**config.mk**
```make
export PLATFORM = sky130hd
export DESIGN_NAME = pcs_clock_gpio
export DESIGN_NICKNAME = d
export VERILOG_FILES = /design/src/rtl/pcs_pkg.sv /design/src/rtl/pcs_clock_gpio.sv /design/src/rtl/pcs_freq_detect.sv
export SDC_FILE = /design/constraint.sdc
export NUM_CORES = 1
export LEC_CHECK = 0
export ABC_AREA = 1
export CAP_MARGIN = 25
export CORE_MARGIN = 3
export CORE_UTILIZATION = 45
export CTS_CLUSTER_SIZE = 20
export DETAILED_ROUTE_END_ITERATION = 7
export DONT_BUFFER_PORTS = 1
export GPL_ROUTABILITY_DRIVEN = 0
export PLACE_DENSITY_LB_ADDON = 0.15
export SLEW_MARGIN = 25
export SYNTH_ARGS = -nofsm -noshare
export SYNTH_HDL_FRONTEND = slang
export SYNTH_HIERARCHICAL = 1
export SYNTH_SLANG_ARGS = --single-unit
```
**constraint.sdc**
```tcl
create_clock -name clk -period 17 [get_ports clk]
set_input_delay 2.55 -clock clk [delete_from_list [all_inputs] [get_ports clk]]
set_output_delay 2.55 -clock clk [all_outputs]
set_load 0.005 [all_outputs]
```
**src/rtl/pcs_pkg.sv**
```systemverilog
package pcs_pkg;

    // ----------------------------------------------------------------
    // Register offsets (byte addresses)
    // ----------------------------------------------------------------
    localparam logic [7:0] OFS_FREQ  = 8'h00;
    localparam logic [7:0] OFS_SYNC  = 8'h04;
    localparam logic [7:0] OFS_PHASE = 8'h08;
    localparam logic [7:0] OFS_DLIM  = 8'h0C;
    localparam logic [7:0] OFS_POL   = 8'h10;
    localparam logic [7:0] OFS_PCFG  = 8'h14;
    localparam logic [7:0] OFS_PARG  = 8'h18;
    localparam logic [7:0] OFS_CTRL  = 8'h1C;
    localparam logic [7:0] OFS_STAT  = 8'h20;
    localparam logic [7:0] OFS_DUTY  = 8'h24;

    // ----------------------------------------------------------------
    // Field positions
    // ----------------------------------------------------------------
    localparam int FREQ_DIV_LSB   = 0;   // Clock divider [2:0]
    localparam int FREQ_OSC_LSB   = 4;   // Oscillator select [6:4]
    localparam int SYNC_EXT_BIT   = 0;
    localparam int SYNC_FB_BIT    = 1;
    localparam int SYNC_MST_BIT   = 2;
    localparam int SYNC_SLV_BIT   = 3;
    localparam int SYNC_PCT_LSB   = 8;
    localparam int SYNC_REF_LSB   = 16;
    localparam int PHASE_3PH_BIT  = 8;
    localparam int POL_SER_BIT    = 8;
    localparam int CTRL_GPO_LSB   = 8;
    localparam int STAT_CLK_BIT   = 8;
    localparam int STAT_DONE_BIT  = 9;
    localparam int STAT_CLMP_LSB  = 12;
    localparam int STAT_PIN_LSB   = 16;
    localparam int STAT_RAIL_LSB  = 24;
    localparam int PIN_FN_W       = 3;
    localparam int PIN_ARG_W      = 5;
    localparam int NUM_PINS       = 6;
    localparam int NUM_FAULTS     = 18;

    // ----------------------------------------------------------------
    // Reset values
    // ----------------------------------------------------------------
    localparam logic [6:0]  RST_FREQ = 7'h01;   // 48 MHz oscillator, divide by one
    localparam logic [23:0] RST_SYNC = 24'h800500;
    localparam logic [7:0]  RST_DLIM = 8'h2F;   // 47 percent
    localparam logic [5:0]  SER_IGNORE_MASK = 6'h30;

    // ----------------------------------------------------------------
    // Timing
    // ----------------------------------------------------------------
    localparam int unsigned CLK_HZ     = 125_000_000;
    localparam int          SAMPLE_CYC = 16;    // Low-side current sampling time
    localparam logic [7:0]  GATE_LAST  = 8'hFF; // Detector gate of 256 cycles

    // Largest duty in percent, indexed by clock divider; leaves SAMPLE_CYC
    // oscillator periods of low-side on time every cycle
    localparam logic [7:0][7:0] DUTY_MAX_TBL =
        {8'h55, 8'h53, 8'h50, 8'h4D, 8'h48, 8'h40, 8'h2F, 8'h00};

    // ----------------------------------------------------------------
    // Types
    // ----------------------------------------------------------------
    typedef enum logic [2:0] {
        PF_GPIN    = 3'b000,
        PF_GPOUT   = 3'b001,
        PF_RAIL    = 3'b010,
        PF_PGOOD   = 3'b011,
        PF_FAULT   = 3'b100,
        PF_CLKIN   = 3'b101,
        PF_CLKOUT  = 3'b110,
        PF_SYNCOUT = 3'b111
    } pcs_pinfn_e;

    typedef enum logic {
        CK_INT = 1'b0,
        CK_EXT = 1'b1
    } pcs_clk_e;

    typedef struct packed {
        logic       otWarn;
        logic       otFault;
        logic [1:0] uvloWarn;
        logic [1:0] uvloFault;
        logic [3:0] ovpFault;
        logic [3:0] ocpWarn;
        logic [3:0] ocpFault;
    } pcs_fault_s;

    typedef struct packed {
        logic        cyc;
        logic        stb;
        logic        we;
        logic [3:0]  sel;
        logic [7:0]  adr;
        logic [31:0] dat;
    } pcs_wbreq_s;

    typedef struct packed {
        logic        ack;
        logic [31:0] dat;
    } pcs_wbrsp_s;

endpackage : pcs_pkg

```
**src/rtl/pcs_clock_gpio.sv**
```systemverilog
// Operation
// - Every PWM cycle keeps low side on for sixteen oscillator periods.
// - Duty ceiling per divider: 47,64,72,77,80,83,85 percent.
// - Duty reaching its limit is clamped there and not exceeded.
// - Starts on internal clock even when external clock is configured.
// - Switch to external clock only if its frequency lies in window.
// - Without an in-window external clock, keep the internal clock.
// - With fall-back enabled, a failing external clock returns to internal.
// - Master drives forwarded clock and sync pins after configuration loads.
// - Slave runs internal until configuration loads, then takes master clock.
// - Reference feeds both units, or master forwards clock and sync.
// - Channel starts offset by multiples of 90 or 120 degrees.
// - Six polarity bits invert pins 0 to 5 individually.
// - In serial-bus mode polarity of pins 5 and 4 is ignored.
// - Rail-enable pin switches its assigned rails; host may too.
// - Power-good pin asserts only when all assigned rails are good.
// - Fault pin signals one selected fault or warning source.
// - Pin functions load from one-time bits or are bus writable.
// - Frequency setting: oscillator in bits 6..4, divider in 2..0.
`timescale 1ns/1ps
module pcs_clock_gpio
(
    // Clock and reset
    input  wire logic                clk,
    input  wire logic                arst_n,
    // Register bus
    input  wire pcs_pkg::pcs_wbreq_s wbReq,
    output pcs_pkg::pcs_wbrsp_s      wbRsp,
    // Configuration memory
    input  wire logic                cfgLoaded,
    input  wire logic [17:0]         otpPinCfg,
    // Pins
    input  wire logic [5:0]          pinIn,
    output logic [5:0]               pinOut,
    output logic [5:0]               pinOe,
    // Rail status
    input  wire logic [4:0]          powerGood,
    input  wire pcs_pkg::pcs_fault_s faults,
    // Duty path
    input  wire logic [3:0][7:0]     dutyReq,
    output logic [3:0][7:0]          dutyOut,
    // Switching control
    output logic [3:0]               chStart,
    output logic [4:0]               railEn,
    output logic                     clkSelExt
);
    import pcs_pkg::*;

    typedef struct packed {
        logic [6:0]      freq;
        logic [23:0]     sync;
        logic [8:0]      phase;
        logic [3:0][7:0] dlim;
        logic [8:0]      pol;
        logic [17:0]     pcfg;
        logic [29:0]     parg;
        logic [13:0]     ctrl;
        logic            cfgDone;
        pcs_clk_e        ckSel;
        logic [7:0]      perCnt;
        logic            clkFwd;
        logic            ack;
        logic [31:0]     rdat;
        logic [3:0][7:0] dutyOut;
        logic [3:0]      clamped;
        logic [3:0]      chStart;
        logic [5:0]      pinOut;
        logic [5:0]      pinOe;
        logic [4:0]      railEn;
    } pcs_state_s;

    // ----------------------------------------------------------------
    // Reset synchroniser
    // ----------------------------------------------------------------
    logic rstMeta;
    logic rstN;

    // Asynchronous assert, two-stage release
    always_ff @(posedge clk or negedge arst_n)
    begin
        if (!arst_n)
        begin
            rstMeta <= 1'b0;
            rstN    <= 1'b0;
        end
        else
        begin
            rstMeta <= 1'b1;
            rstN    <= rstMeta;
        end
    end

    // ----------------------------------------------------------------
    // Helpers
    // ----------------------------------------------------------------
    pcs_state_s st;
    pcs_state_s next_st;

    // Byte-lane merge of a bus write
    function automatic logic [31:0] mergeSel(input logic [31:0] old, input logic [31:0] wd,
                                             input logic [3:0] sel);
        logic [31:0] res;
        res = old;
        for (int b = 0; b < 4; b++)
            if (sel[b])
                res[b*8 +: 8] = wd[b*8 +: 8];
        return res;
    endfunction : mergeSel

    // Pins carrying a given function
    function automatic logic [5:0] fnMask(input logic [17:0] cfg, input pcs_pinfn_e fn);
        logic [5:0] m;
        m = 6'h00;
        for (int p = 0; p < NUM_PINS; p++)
            m[p] = (cfg[p*PIN_FN_W +: PIN_FN_W] == fn);
        return m;
    endfunction : fnMask

    // Start offset of a channel inside the PWM period
    function automatic logic [7:0] phOfs(input logic [1:0] ph, input logic [2:0] div,
                                         input logic three);
        logic [7:0] per;
        logic [7:0] step;
        per  = {div, 5'h00};
        step = three ? 8'(per / 8'h03) : {2'h0, per[7:2]};
        if (three && ph == 2'h3)
            return 8'h00;
        return 8'(step * {6'h00, ph});
    endfunction : phOfs

    // ----------------------------------------------------------------
    // Pin decode
    // ----------------------------------------------------------------
    logic [2:0]  divSel;
    logic [5:0]  effPol;
    logic [5:0]  pinLog;
    logic [17:0] faultVec;
    logic        clkInLvl;
    logic        extWanted;
    logic        isMaster;
    logic        syncPulse;
    logic        detValid;
    logic        detInWin;

    assign divSel    = st.freq[FREQ_DIV_LSB +: 3];
    assign effPol    = st.pol[5:0] & ~(st.pol[POL_SER_BIT] ? SER_IGNORE_MASK : 6'h00);
    assign pinLog    = pinIn ^ effPol;
    assign faultVec  = faults;
    assign clkInLvl  = |(fnMask(st.pcfg, PF_CLKIN) & pinLog);
    assign extWanted = st.sync[SYNC_EXT_BIT] | st.sync[SYNC_SLV_BIT];
    assign isMaster  = st.sync[SYNC_MST_BIT] & st.cfgDone;
    assign syncPulse = (divSel != 3'h0) && (st.perCnt == 8'h00);

    // External clock frequency window check
    pcs_freq_detect pcs_freq_detect_inst
    (
        .clk       (clk),
        .rstN      (rstN),
        .extIn     (clkInLvl),
        .refCount  (st.sync[SYNC_REF_LSB +: 8]),
        .windowPct (st.sync[SYNC_PCT_LSB +: 8]),
        .detValid  (detValid),
        .detInWin  (detInWin)
    );

    // ----------------------------------------------------------------
    // Next state
    // ----------------------------------------------------------------
    always_comb
    begin
        pcs_pinfn_e fn;
        logic [4:0] arg;
        logic       fv;
        logic       oe;
        logic [4:0] railReq;
        logic [7:0] lim;
        fn      = PF_GPIN;
        arg     = 5'h00;
        fv      = 1'b0;
        oe      = 1'b0;
        railReq = 5'h00;
        lim     = 8'h00;
        next_st = st;
        next_st.ack     = 1'b0;
        next_st.chStart = 4'h0;

        // Bus answer one cycle after the request
        if (wbReq.cyc && wbReq.stb && !st.ack)
        begin
            next_st.ack = 1'b1;
            unique case (wbReq.adr)
                OFS_FREQ:  next_st.rdat = {25'h0, st.freq};
                OFS_SYNC:  next_st.rdat = {8'h00, st.sync};
                OFS_PHASE: next_st.rdat = {23'h0, st.phase};
                OFS_DLIM:  next_st.rdat = st.dlim;
                OFS_POL:   next_st.rdat = {23'h0, st.pol};
                OFS_PCFG:  next_st.rdat = {14'h0, st.pcfg};
                OFS_PARG:  next_st.rdat = {2'h0, st.parg};
                OFS_CTRL:  next_st.rdat = {18'h0, st.ctrl};
                OFS_STAT:  next_st.rdat = {3'h0, st.railEn, 2'h0, pinLog, st.clamped,
                                           2'h0, st.cfgDone, st.ckSel, 3'h0, powerGood};
                OFS_DUTY:  next_st.rdat = st.dutyOut;
                default:   next_st.rdat = 32'h0000_0000;
            endcase
        end

        // Writes take effect on the edge that sees ack
        if (wbReq.cyc && wbReq.stb && wbReq.we && st.ack)
        begin
            unique case (wbReq.adr)
                OFS_FREQ:  next_st.freq  = 7'(mergeSel({25'h0, st.freq}, wbReq.dat, wbReq.sel));
                OFS_SYNC:  next_st.sync  = 24'(mergeSel({8'h00, st.sync}, wbReq.dat, wbReq.sel));
                OFS_PHASE: next_st.phase = 9'(mergeSel({23'h0, st.phase}, wbReq.dat, wbReq.sel));
                OFS_DLIM:  next_st.dlim  = mergeSel(st.dlim, wbReq.dat, wbReq.sel);
                OFS_POL:   next_st.pol   = 9'(mergeSel({23'h0, st.pol}, wbReq.dat, wbReq.sel));
                OFS_PCFG:  next_st.pcfg  = 18'(mergeSel({14'h0, st.pcfg}, wbReq.dat, wbReq.sel));
                OFS_PARG:  next_st.parg  = 30'(mergeSel({2'h0, st.parg}, wbReq.dat, wbReq.sel));
                OFS_CTRL:  next_st.ctrl  = 14'(mergeSel({18'h0, st.ctrl}, wbReq.dat, wbReq.sel));
                default:   next_st.ctrl  = st.ctrl;
            endcase
        end

        // Configuration memory load seeds the pin functions once
        if (cfgLoaded && !st.cfgDone)
        begin
            next_st.cfgDone = 1'b1;
            next_st.pcfg    = otpPinCfg;
        end

        // Clock source selection
        unique case (st.ckSel)
            CK_INT:
            begin
                if (st.cfgDone && extWanted && detValid && detInWin)
                    next_st.ckSel = CK_EXT;
            end
            CK_EXT:
            begin
                if (!extWanted)
                    next_st.ckSel = CK_INT;
                else if (detValid && !detInWin && st.sync[SYNC_FB_BIT])
                    next_st.ckSel = CK_INT;
            end
        endcase

        // Forwarded clock runs only on a loaded master
        next_st.clkFwd = isMaster ? !st.clkFwd : 1'b0;

        // PWM period counter, divider times 32 oscillator cycles
        if (divSel == 3'h0 || st.perCnt >= ({divSel, 5'h00} - 8'h01))
            next_st.perCnt = 8'h00;
        else
            next_st.perCnt = st.perCnt + 8'h01;

        // Per-channel phase start and duty clamp
        for (int c = 0; c < 4; c++)
        begin
            next_st.chStart[c] = (divSel != 3'h0) &&
                (st.perCnt == phOfs(st.phase[c*2 +: 2], divSel, st.phase[PHASE_3PH_BIT]));
            lim = (st.dlim[c] < DUTY_MAX_TBL[divSel]) ? st.dlim[c] : DUTY_MAX_TBL[divSel];
            next_st.dutyOut[c] = (dutyReq[c] > lim) ? lim : dutyReq[c];
            next_st.clamped[c] = (dutyReq[c] >= lim);
        end

        // Pin functions
        for (int p = 0; p < NUM_PINS; p++)
        begin
            fn  = pcs_pinfn_e'(st.pcfg[p*PIN_FN_W +: PIN_FN_W]);
            arg = st.parg[p*PIN_ARG_W +: PIN_ARG_W];
            fv  = 1'b0;
            oe  = 1'b0;
            unique case (fn)
                PF_GPOUT:
                begin
                    fv = st.ctrl[CTRL_GPO_LSB + p];
                    oe = 1'b1;
                end
                PF_PGOOD:
                begin
                    fv = (arg != 5'h00) && (&(powerGood | ~arg));
                    oe = 1'b1;
                end
                PF_FAULT:
                begin
                    fv = (arg < 5'(NUM_FAULTS)) ? faultVec[arg] : 1'b0;
                    oe = 1'b1;
                end
                PF_CLKOUT:
                begin
                    fv = st.clkFwd;
                    oe = isMaster;
                end
                PF_SYNCOUT:
                begin
                    fv = syncPulse;
                    oe = isMaster;
                end
                PF_RAIL:
                begin
                    if (pinLog[p])
                        railReq = railReq | arg;
                end
                PF_GPIN, PF_CLKIN:
                begin
                    fv = 1'b0;
                end
            endcase
            next_st.pinOut[p] = fv ^ effPol[p];
            next_st.pinOe[p]  = oe;
        end
        next_st.railEn = st.ctrl[4:0] | railReq;
    end

    // State register
    always_ff @(posedge clk or negedge rstN)
    begin
        if (!rstN)
        begin
            st       <= '0;
            st.freq  <= RST_FREQ;
            st.sync  <= RST_SYNC;
            st.dlim  <= {4{RST_DLIM}};
        end
        else
            st <= next_st;
    end

    // ----------------------------------------------------------------
    // Outputs
    // ----------------------------------------------------------------
    assign wbRsp     = '{ack: st.ack, dat: st.rdat};
    assign pinOut    = st.pinOut;
    assign pinOe     = st.pinOe;
    assign dutyOut   = st.dutyOut;
    assign chStart   = st.chStart;
    assign railEn    = st.railEn;
    assign clkSelExt = (st.ckSel == CK_EXT);
endmodule : pcs_clock_gpio

```
**src/rtl/pcs_freq_detect.sv**
```systemverilog
`timescale 1ns/1ps
module pcs_freq_detect
(
    // Clock and reset
    input  wire logic       clk,
    input  wire logic       rstN,
    // Clock candidate and window setup
    input  wire logic       extIn,
    input  wire logic [7:0] refCount,
    input  wire logic [7:0] windowPct,
    // Verdict
    output logic            detValid,
    output logic            detInWin
);
    import pcs_pkg::*;

    typedef struct packed {
        logic       prev;
        logic [7:0] gate;
        logic [7:0] edges;
        logic       valid;
        logic       inWin;
    } pcs_det_s;

    pcs_det_s st;
    pcs_det_s next_st;

    // Edge count within tolerance of the reference count
    function automatic logic winOk(input logic [7:0] cnt, input logic [7:0] refCnt,
                                   input logic [7:0] pct);
        logic [7:0] diff;
        diff = (cnt > refCnt) ? cnt - refCnt : refCnt - cnt;
        return (16'(diff) * 16'h0064) <= (16'(refCnt) * 16'(pct));
    endfunction : winOk

    // Count rising edges over one gate, then judge the count
    always_comb
    begin
        next_st = st;
        next_st.prev  = extIn;
        next_st.valid = 1'b0;
        next_st.gate  = st.gate + 8'h01;
        if (extIn && !st.prev && st.edges != 8'hFF)
            next_st.edges = st.edges + 8'h01;
        if (st.gate == GATE_LAST)
        begin
            next_st.valid = 1'b1;
            next_st.inWin = winOk(st.edges, refCount, windowPct);
            next_st.edges = 8'h00;
        end
    end

    // State register
    always_ff @(posedge clk or negedge rstN)
    begin
        if (!rstN)
            st <= '0;
        else
            st <= next_st;
    end

    assign detValid = st.valid;
    assign detInWin = st.inWin;

endmodule : pcs_freq_detect

```
==> reports/summary.txt, run 1 <==
top cell type's share of synthesized area - 0.2772
# hold bufs at CTS - 0
Layout Cells excl Fill - 3,543
Avg Vias per Cell - 5.776
ys flop type - dfrtp_1
Psw - 0.001383 W
Post-synth EDFFs - 0
clock network fraction of design power - 0.215
Layout Area Growth over Synthesis - 4.250%
largest net degree at the start of global routing - 165
DP HPWL - 59,130 µm
# Max-Cap Violations - 0
multi-input logic area - 0.01245 mm²
Max Fanout on Critical Path - 12
clock skew - 0.02282 ns
Crit-path slowest cell - dfrtp_1
RSZ-0062 raised after global routing - no
ys async rst share - 1.000
top cell family by delay on the critical path - adder cells
DRT Pass-1 Iters - 8
Starting Density - 0.4614
largest cells by area after synthesis - dfrtp_1 (28%), nand2_1 (13%), ha_1 (11%)
dpl cells - 3,484
Post-Syn Area - 0.02176 mm²
Clock Latency Late Sink - 0.60 ns
FF+latch count, synth - 265
Post-CTS Resized - 0
FILL cells - 4,783
CP required - 17.50 ns
cell internal pwr - 0.001839 W
Syn Inst Count - 3,038
Final Hold Vio Count - 0
CTS buffer count - 31
deepest clock path buffer count - 3
nets - 3,269
core footprint - 0.04715 mm²
Seq/Total Area, Yosys - 0.3062
register area - 0.006665 mm²
DRT antenna net count - 0
# IOs - 216
drt wl/cell - 21.39 µm
post-CTS setup buffers - 0
routed via count - 20,470
fmax - 0.1682 GHz
critical path class - flip-flop to flip-flop
# port buffers - 0
arrival time at the worst endpoint - 6.45 ns
status - complete, no violations
CTS Sinks - 265
root buffer cell - clkbuf_16
Reg power frac - 0.212
Peak VDD IR - 359.2 µV
drt drc - 0
WP buf/inv - 7
worst min-delay path class - flip-flop to asynchronous set/reset pin
H-tree depth - 1
layout cells sized above 1 - 0.05009
Fin Setup TNS - 0 ns
Worst-path clk slew - 0.06 ns
Slew headroom - 0.3460
Final min period - 5.947 ns
Worst setup SP type - flip-flop
Total Routed Length - 75,800 µm
first-pass GRT wire length - 114,000 µm
cell taking the most area after synthesis - dfrtp_1
Critical Path End Type - flip-flop
DR iter-0 viols - 2,128
Die W - 225.9 µm
Synth cell types - 53
Worst-Margin Slew - 0.9810 ns
die area - 0.05102 mm²
Rows - 79
TritonCTS clock tree - built
cell leakage power - 11.20 nW
Final period util - 0.3498
number of global-route vias before repair - 19,400
synth warn - 6
initial antenna violation count - 5
Post-synth top cells - nand2_1 (764), inv_1 (425), nand3_1 (260)
Setup Viol. Count Final - 0
max-slew violations - 0
Die Span Y - 225.9 µm
max incr delay on CP - 0.64 ns
GR Overflow Total - 0
Syn Area/Cell - 7.161 µm²
Tot GR Track Use - 0.2896
PD cells - 142.0 mW/mm²
Sw Share - 0.4292
Logic pwr share - 0.573
cell with the most instances after synthesis - nand2_1
==> logic make-up (layout without fill, tap and decap cells) <==
family,count (synthesis),count (layout),synth area share
compound gates,541,541,0.1398
xor+xnor,51,51,0.02088
fa+ha+maj,230,230,0.1478
buf+inv,615,508,0.1225
flops,265,265,0.3062
other cells,1,6,0.0001724
simple gates,1335,1335,0.2627
==> routing by layer <==
metal,vias up,global-route usage,routed length [µm]
li1,9626,-,-
met1,9691,0.3804,31250
met2,937,0.4688,34270
met3,203,0.07435,7247
met4,8,0.09225,2979
met5,-,0,46
==> final timing paths <==
check | start | endpoint | slack [ns] | depth (start not counted)
max | st[229] | pcs_freq_detect_inst/detInWin | 11.05 | 34
min | rstN | pinOe[2] | 0.26 | 0
min reg2reg | rstN | pinOe[2] | 0.26 | 0
min in group clk | rstMeta | rstN | 0.35 | 0
max reg2reg | st[229] | pcs_freq_detect_inst/detInWin | 11.05 | 34
max in group asynchronous | rstN | wbRsp[9] | 14.90 | 2
==> flip-flops by register name, summed over array words and instances, names as in the netlist, 3 cells and up <==
name and count:
chStart 4, st 154, pinOut 6, dutyOut 32
railEn 5, wbRsp 33, divSel 3, pcs_freq_detect_inst/st 17
pinOe 6
==> cells in the final DEF, fill, tap and decap left out, drive strengths merged, types with 2 or more instances in the layout <==
cell type / instances
nor4: 8
and2: 4
xor2: 35
nand3b: 14
or2: 11
a31oi: 10
nand2: 784
nor3: 32
dfrtp: 241
o22ai: 30
o21a: 8
bufinv: 3
xnor2: 16
o211ai: 46
a211oi: 9
inv: 437
clkbuf: 42
ha: 185
buf: 11
nor2: 167
nand4: 53
dfstp: 24
o2111ai: 9
fa: 45
a221oi: 4
a21o: 2
a21oi: 145
o221ai: 11
clkinv: 14
o21ai: 262
nand3: 260
conb: 5
==> power groups by stage <==
stage | logic, W | clock network, W | registers (W)
after floorplan | 0.00146 | 0 | 0.000689
after global placement | 0.00176 | 0 | 0.000694
after detailed placement | 0.00183 | 0 | 0.000695
after CTS | 0.00185 | 0.000703 | 0.000684
after global routing | 0.00217 | 0.000730 | 0.000687
final | 0.00185 | 0.000691 | 0.000684
==> metrics by stage <==
stage	power (W)	hold WS [ns]	util	instance area [µm²]	worst slack (ns)
global placement	0.002455	0.2679	0.4586	21620	11.27
global route	0.003591	0.3003	0.4810	22680	10.54
finish	0.003222	0.2616	0.4810	22680	11.05
detailed placement	0.002521	0.2679	0.4586	21620	11.12
floorplan	0.002146	0.3312	-	21770	9.110
CTS	0.003236	0.2727	0.4809	22670	11.11
==> cell type report <==
class,instances,share of cell area
timing repair buffer,11,0.004358
clock buffer,42,0.03911
antenna,1,0.0001103
multi-input combinational,2162,0.5490
sequential,265,0.2939
inverter,439,0.07276
tap,607,0.03349
clock inverter,16,0.007282
Note: power is estimated with default switching activity, not from simulation.
==> inputs of run 2 (changes only) <==
- clock period: 17 -> 4.8 ns (I/O delays scaled with it)
==> run 2 against run 1 <==
Net effect:
- critical path type unchanged
- setup slack got worse by 11 ns
- critical endpoint unchanged
- non-clock buffer count rose by 119
- highest routed layer unchanged
- die area did not move
- largest cell class unchanged
- first-iteration DRC count rose by 1.3%
- the run now ends with DRC, setup timing left
- global-route usage rose by 0.53 points
- sequential share of layout area fell by 1.4 points
==> reports/summary.txt, run 2 (synthesis results as in run 1) <==
status - finished, violations left
violated checks - DRC, setup timing
DRT antenna net count - 0
Avg Vias per Cell - 5.775
layout cells sized above 1 - 0.1031
nets - 3,388
DRT Pass-1 Iters - 8
root buffer cell - clkbuf_16
crit path from - pcs_freq_detect_inst/st[2]
Starting Density - 0.4614
critical path class - flip-flop to flip-flop
Sw Share - 0.4199
Psw - 0.006093 W
commonest non-fill, non-tap cell in the layout - nand2_1
final worst slack - -0.2287 ns
FILL cells - 4,717
reg-to-reg startpoint - pcs_freq_detect_inst/st[2]
Setup Viol. Count Final - 1
die area - 0.05102 mm²
Worst-Margin Slew - 0.9802 ns
first-pass GRT wire length - 116,000 µm
WHS Path Cells - 2
PD cells - 607.8 mW/mm²
DP HPWL - 60,250 µm
top cell family by delay on the critical path - adder cells
fmax - 0.1989 GHz
drt drc - 9
worst hold start - dutyReq[15]
Worst setup SP type - flip-flop
TritonCTS clock tree - built
max-slew violations - 0
CTS Sinks - 265
Critical Path End Type - flip-flop
# Max-Cap Violations - 0
cell leakage power - 11.82 nW
Fin Setup TNS - -0.2287 ns
number of global-route vias before repair - 19,890
register area - 0.006669 mm²
Layout Area Growth over Synthesis - 9.719%
CP required - 5.33 ns
Peak VDD IR - 1293 µV
Tot GR Track Use - 0.2949
Logic pwr share - 0.659
routed via count - 21,160
initial antenna violation count - 3
Slew headroom - 0.3466
# IOs - 216
Final min period - 5.029 ns
Final period util - 1.048
Reg power frac - 0.166
Total Routed Length - 77,260 µm
largest net degree at the start of global routing - 119
most frequent CP cell - inv_2
deepest clock path buffer count - 3
RSZ-0062 raised after global routing - yes
DR iter-0 viols - 2,155
multi-input logic area - 0.01269 mm²
Max Fanout on Critical Path - 6
drt wl/cell - 21.09 µm
GR Overflow Total - 0
CTS buffer count - 31
core footprint - 0.04715 mm²
Clock Latency Late Sink - 0.61 ns
max incr delay on CP - 0.51 ns
total power - 0.01451 W
cell internal pwr - 0.008417 W
clock skew - 0.01275 ns
H-tree depth - 1
R2R depth - 35
Rows - 79
arrival time at the worst endpoint - 5.56 ns
Biggest register - st
WP buf/inv - 7
clock network fraction of design power - 0.175
Die Span Y - 225.9 µm
# port buffers - 0
Final Hold Vio Count - 0
Crit-path slowest cell - fa_1
Worst-path clk slew - 0.07 ns
worst min-delay path class - input port to flip-flop
Fin Hold WS - 0.2163 ns
commonest non-fill, non-tap cells in the layout - nand2_1 (754), inv_1 (415), nand3_1 (256), dfrtp_1 (237), o21ai_0 (226)
Largest register FFs - 154
instance count on the critical path - 35
Die W - 225.9 µm
[run 2: worst paths after layout]
kind | end | slack (ns)
min in group asynchronous | pinOe[2] | 0.33
worst min register to register | pinOe[2] | 0.33
worst max register to register | pcs_freq_detect_inst/detInWin | -0.23
worst max-delay path | pcs_freq_detect_inst/detInWin | -0.23
max in group asynchronous | wbRsp[2] | 3.39
worst min-delay path | dutyOut[15] | 0.22
[run 2: final cells by class]
class,count,area share
multi-input combinational,2162,0.5318
timing repair buffer,130,0.04220
clock buffer,43,0.03690
antenna,3,0.0003145
tap,607,0.03182
clock inverter,15,0.008387
inverter,439,0.06924
sequential,265,0.2794
[run 2: metrics by stage]
stage / util / std cells / worst slack [ns] / instance area (µm²)
global placement: 0.4746 / 3572 / -0.2208 / 22380
detailed placement: 0.4746 / 3572 / -0.3854 / 22380
CTS: 0.5029 / 3655 / -0.2423 / 23710
finish: 0.5063 / 3664 / -0.2287 / 23870
global route: 0.5061 / 3661 / -0.4920 / 23860
floorplan: - / 3042 / -0.02637 / 21870
[run 2: power groups by stage]
| stage | Clock [W] | Combinational, W | Sequential, W |
|---|---|---|---|
| final | 0.00254 | 0.00956 | 0.00240 |
| after global routing | 0.00265 | 0.0108 | 0.00242 |
| after CTS | 0.00257 | 0.00890 | 0.00241 |
| after detailed placement | 0 | 0.00829 | 0.00245 |
| after global placement | 0 | 0.00784 | 0.00244 |
| after floorplan | 0 | 0.00577 | 0.00244 |
[run 2: timing repair]
action                                  in CTS  in global routing
pin swaps                                   32                 21
gates resized for setup                     19                 21
hold buffers                                 1                  0
hold endpoints to repair                     2                  0
setup buffers                               24                  7
endpoints found under the setup margin       1                  8
[run 2: layer usage]
| layer | wire [µm] | GRT usage | vias up | part of all wire |
|---|---|---|---|---|
| met3 | 7477 | 0.06902 | 203 | 0.097 |
| li1 | - | - | 9873 | - |
| met5 | 18 | 0 | - | 0.00023 |
| met2 | 35030 | 0.4770 | 993 | 0.45 |
| met1 | 31310 | 0.3860 | 10090 | 0.41 |
| met4 | 3431 | 0.1087 | 4 | 0.044 |
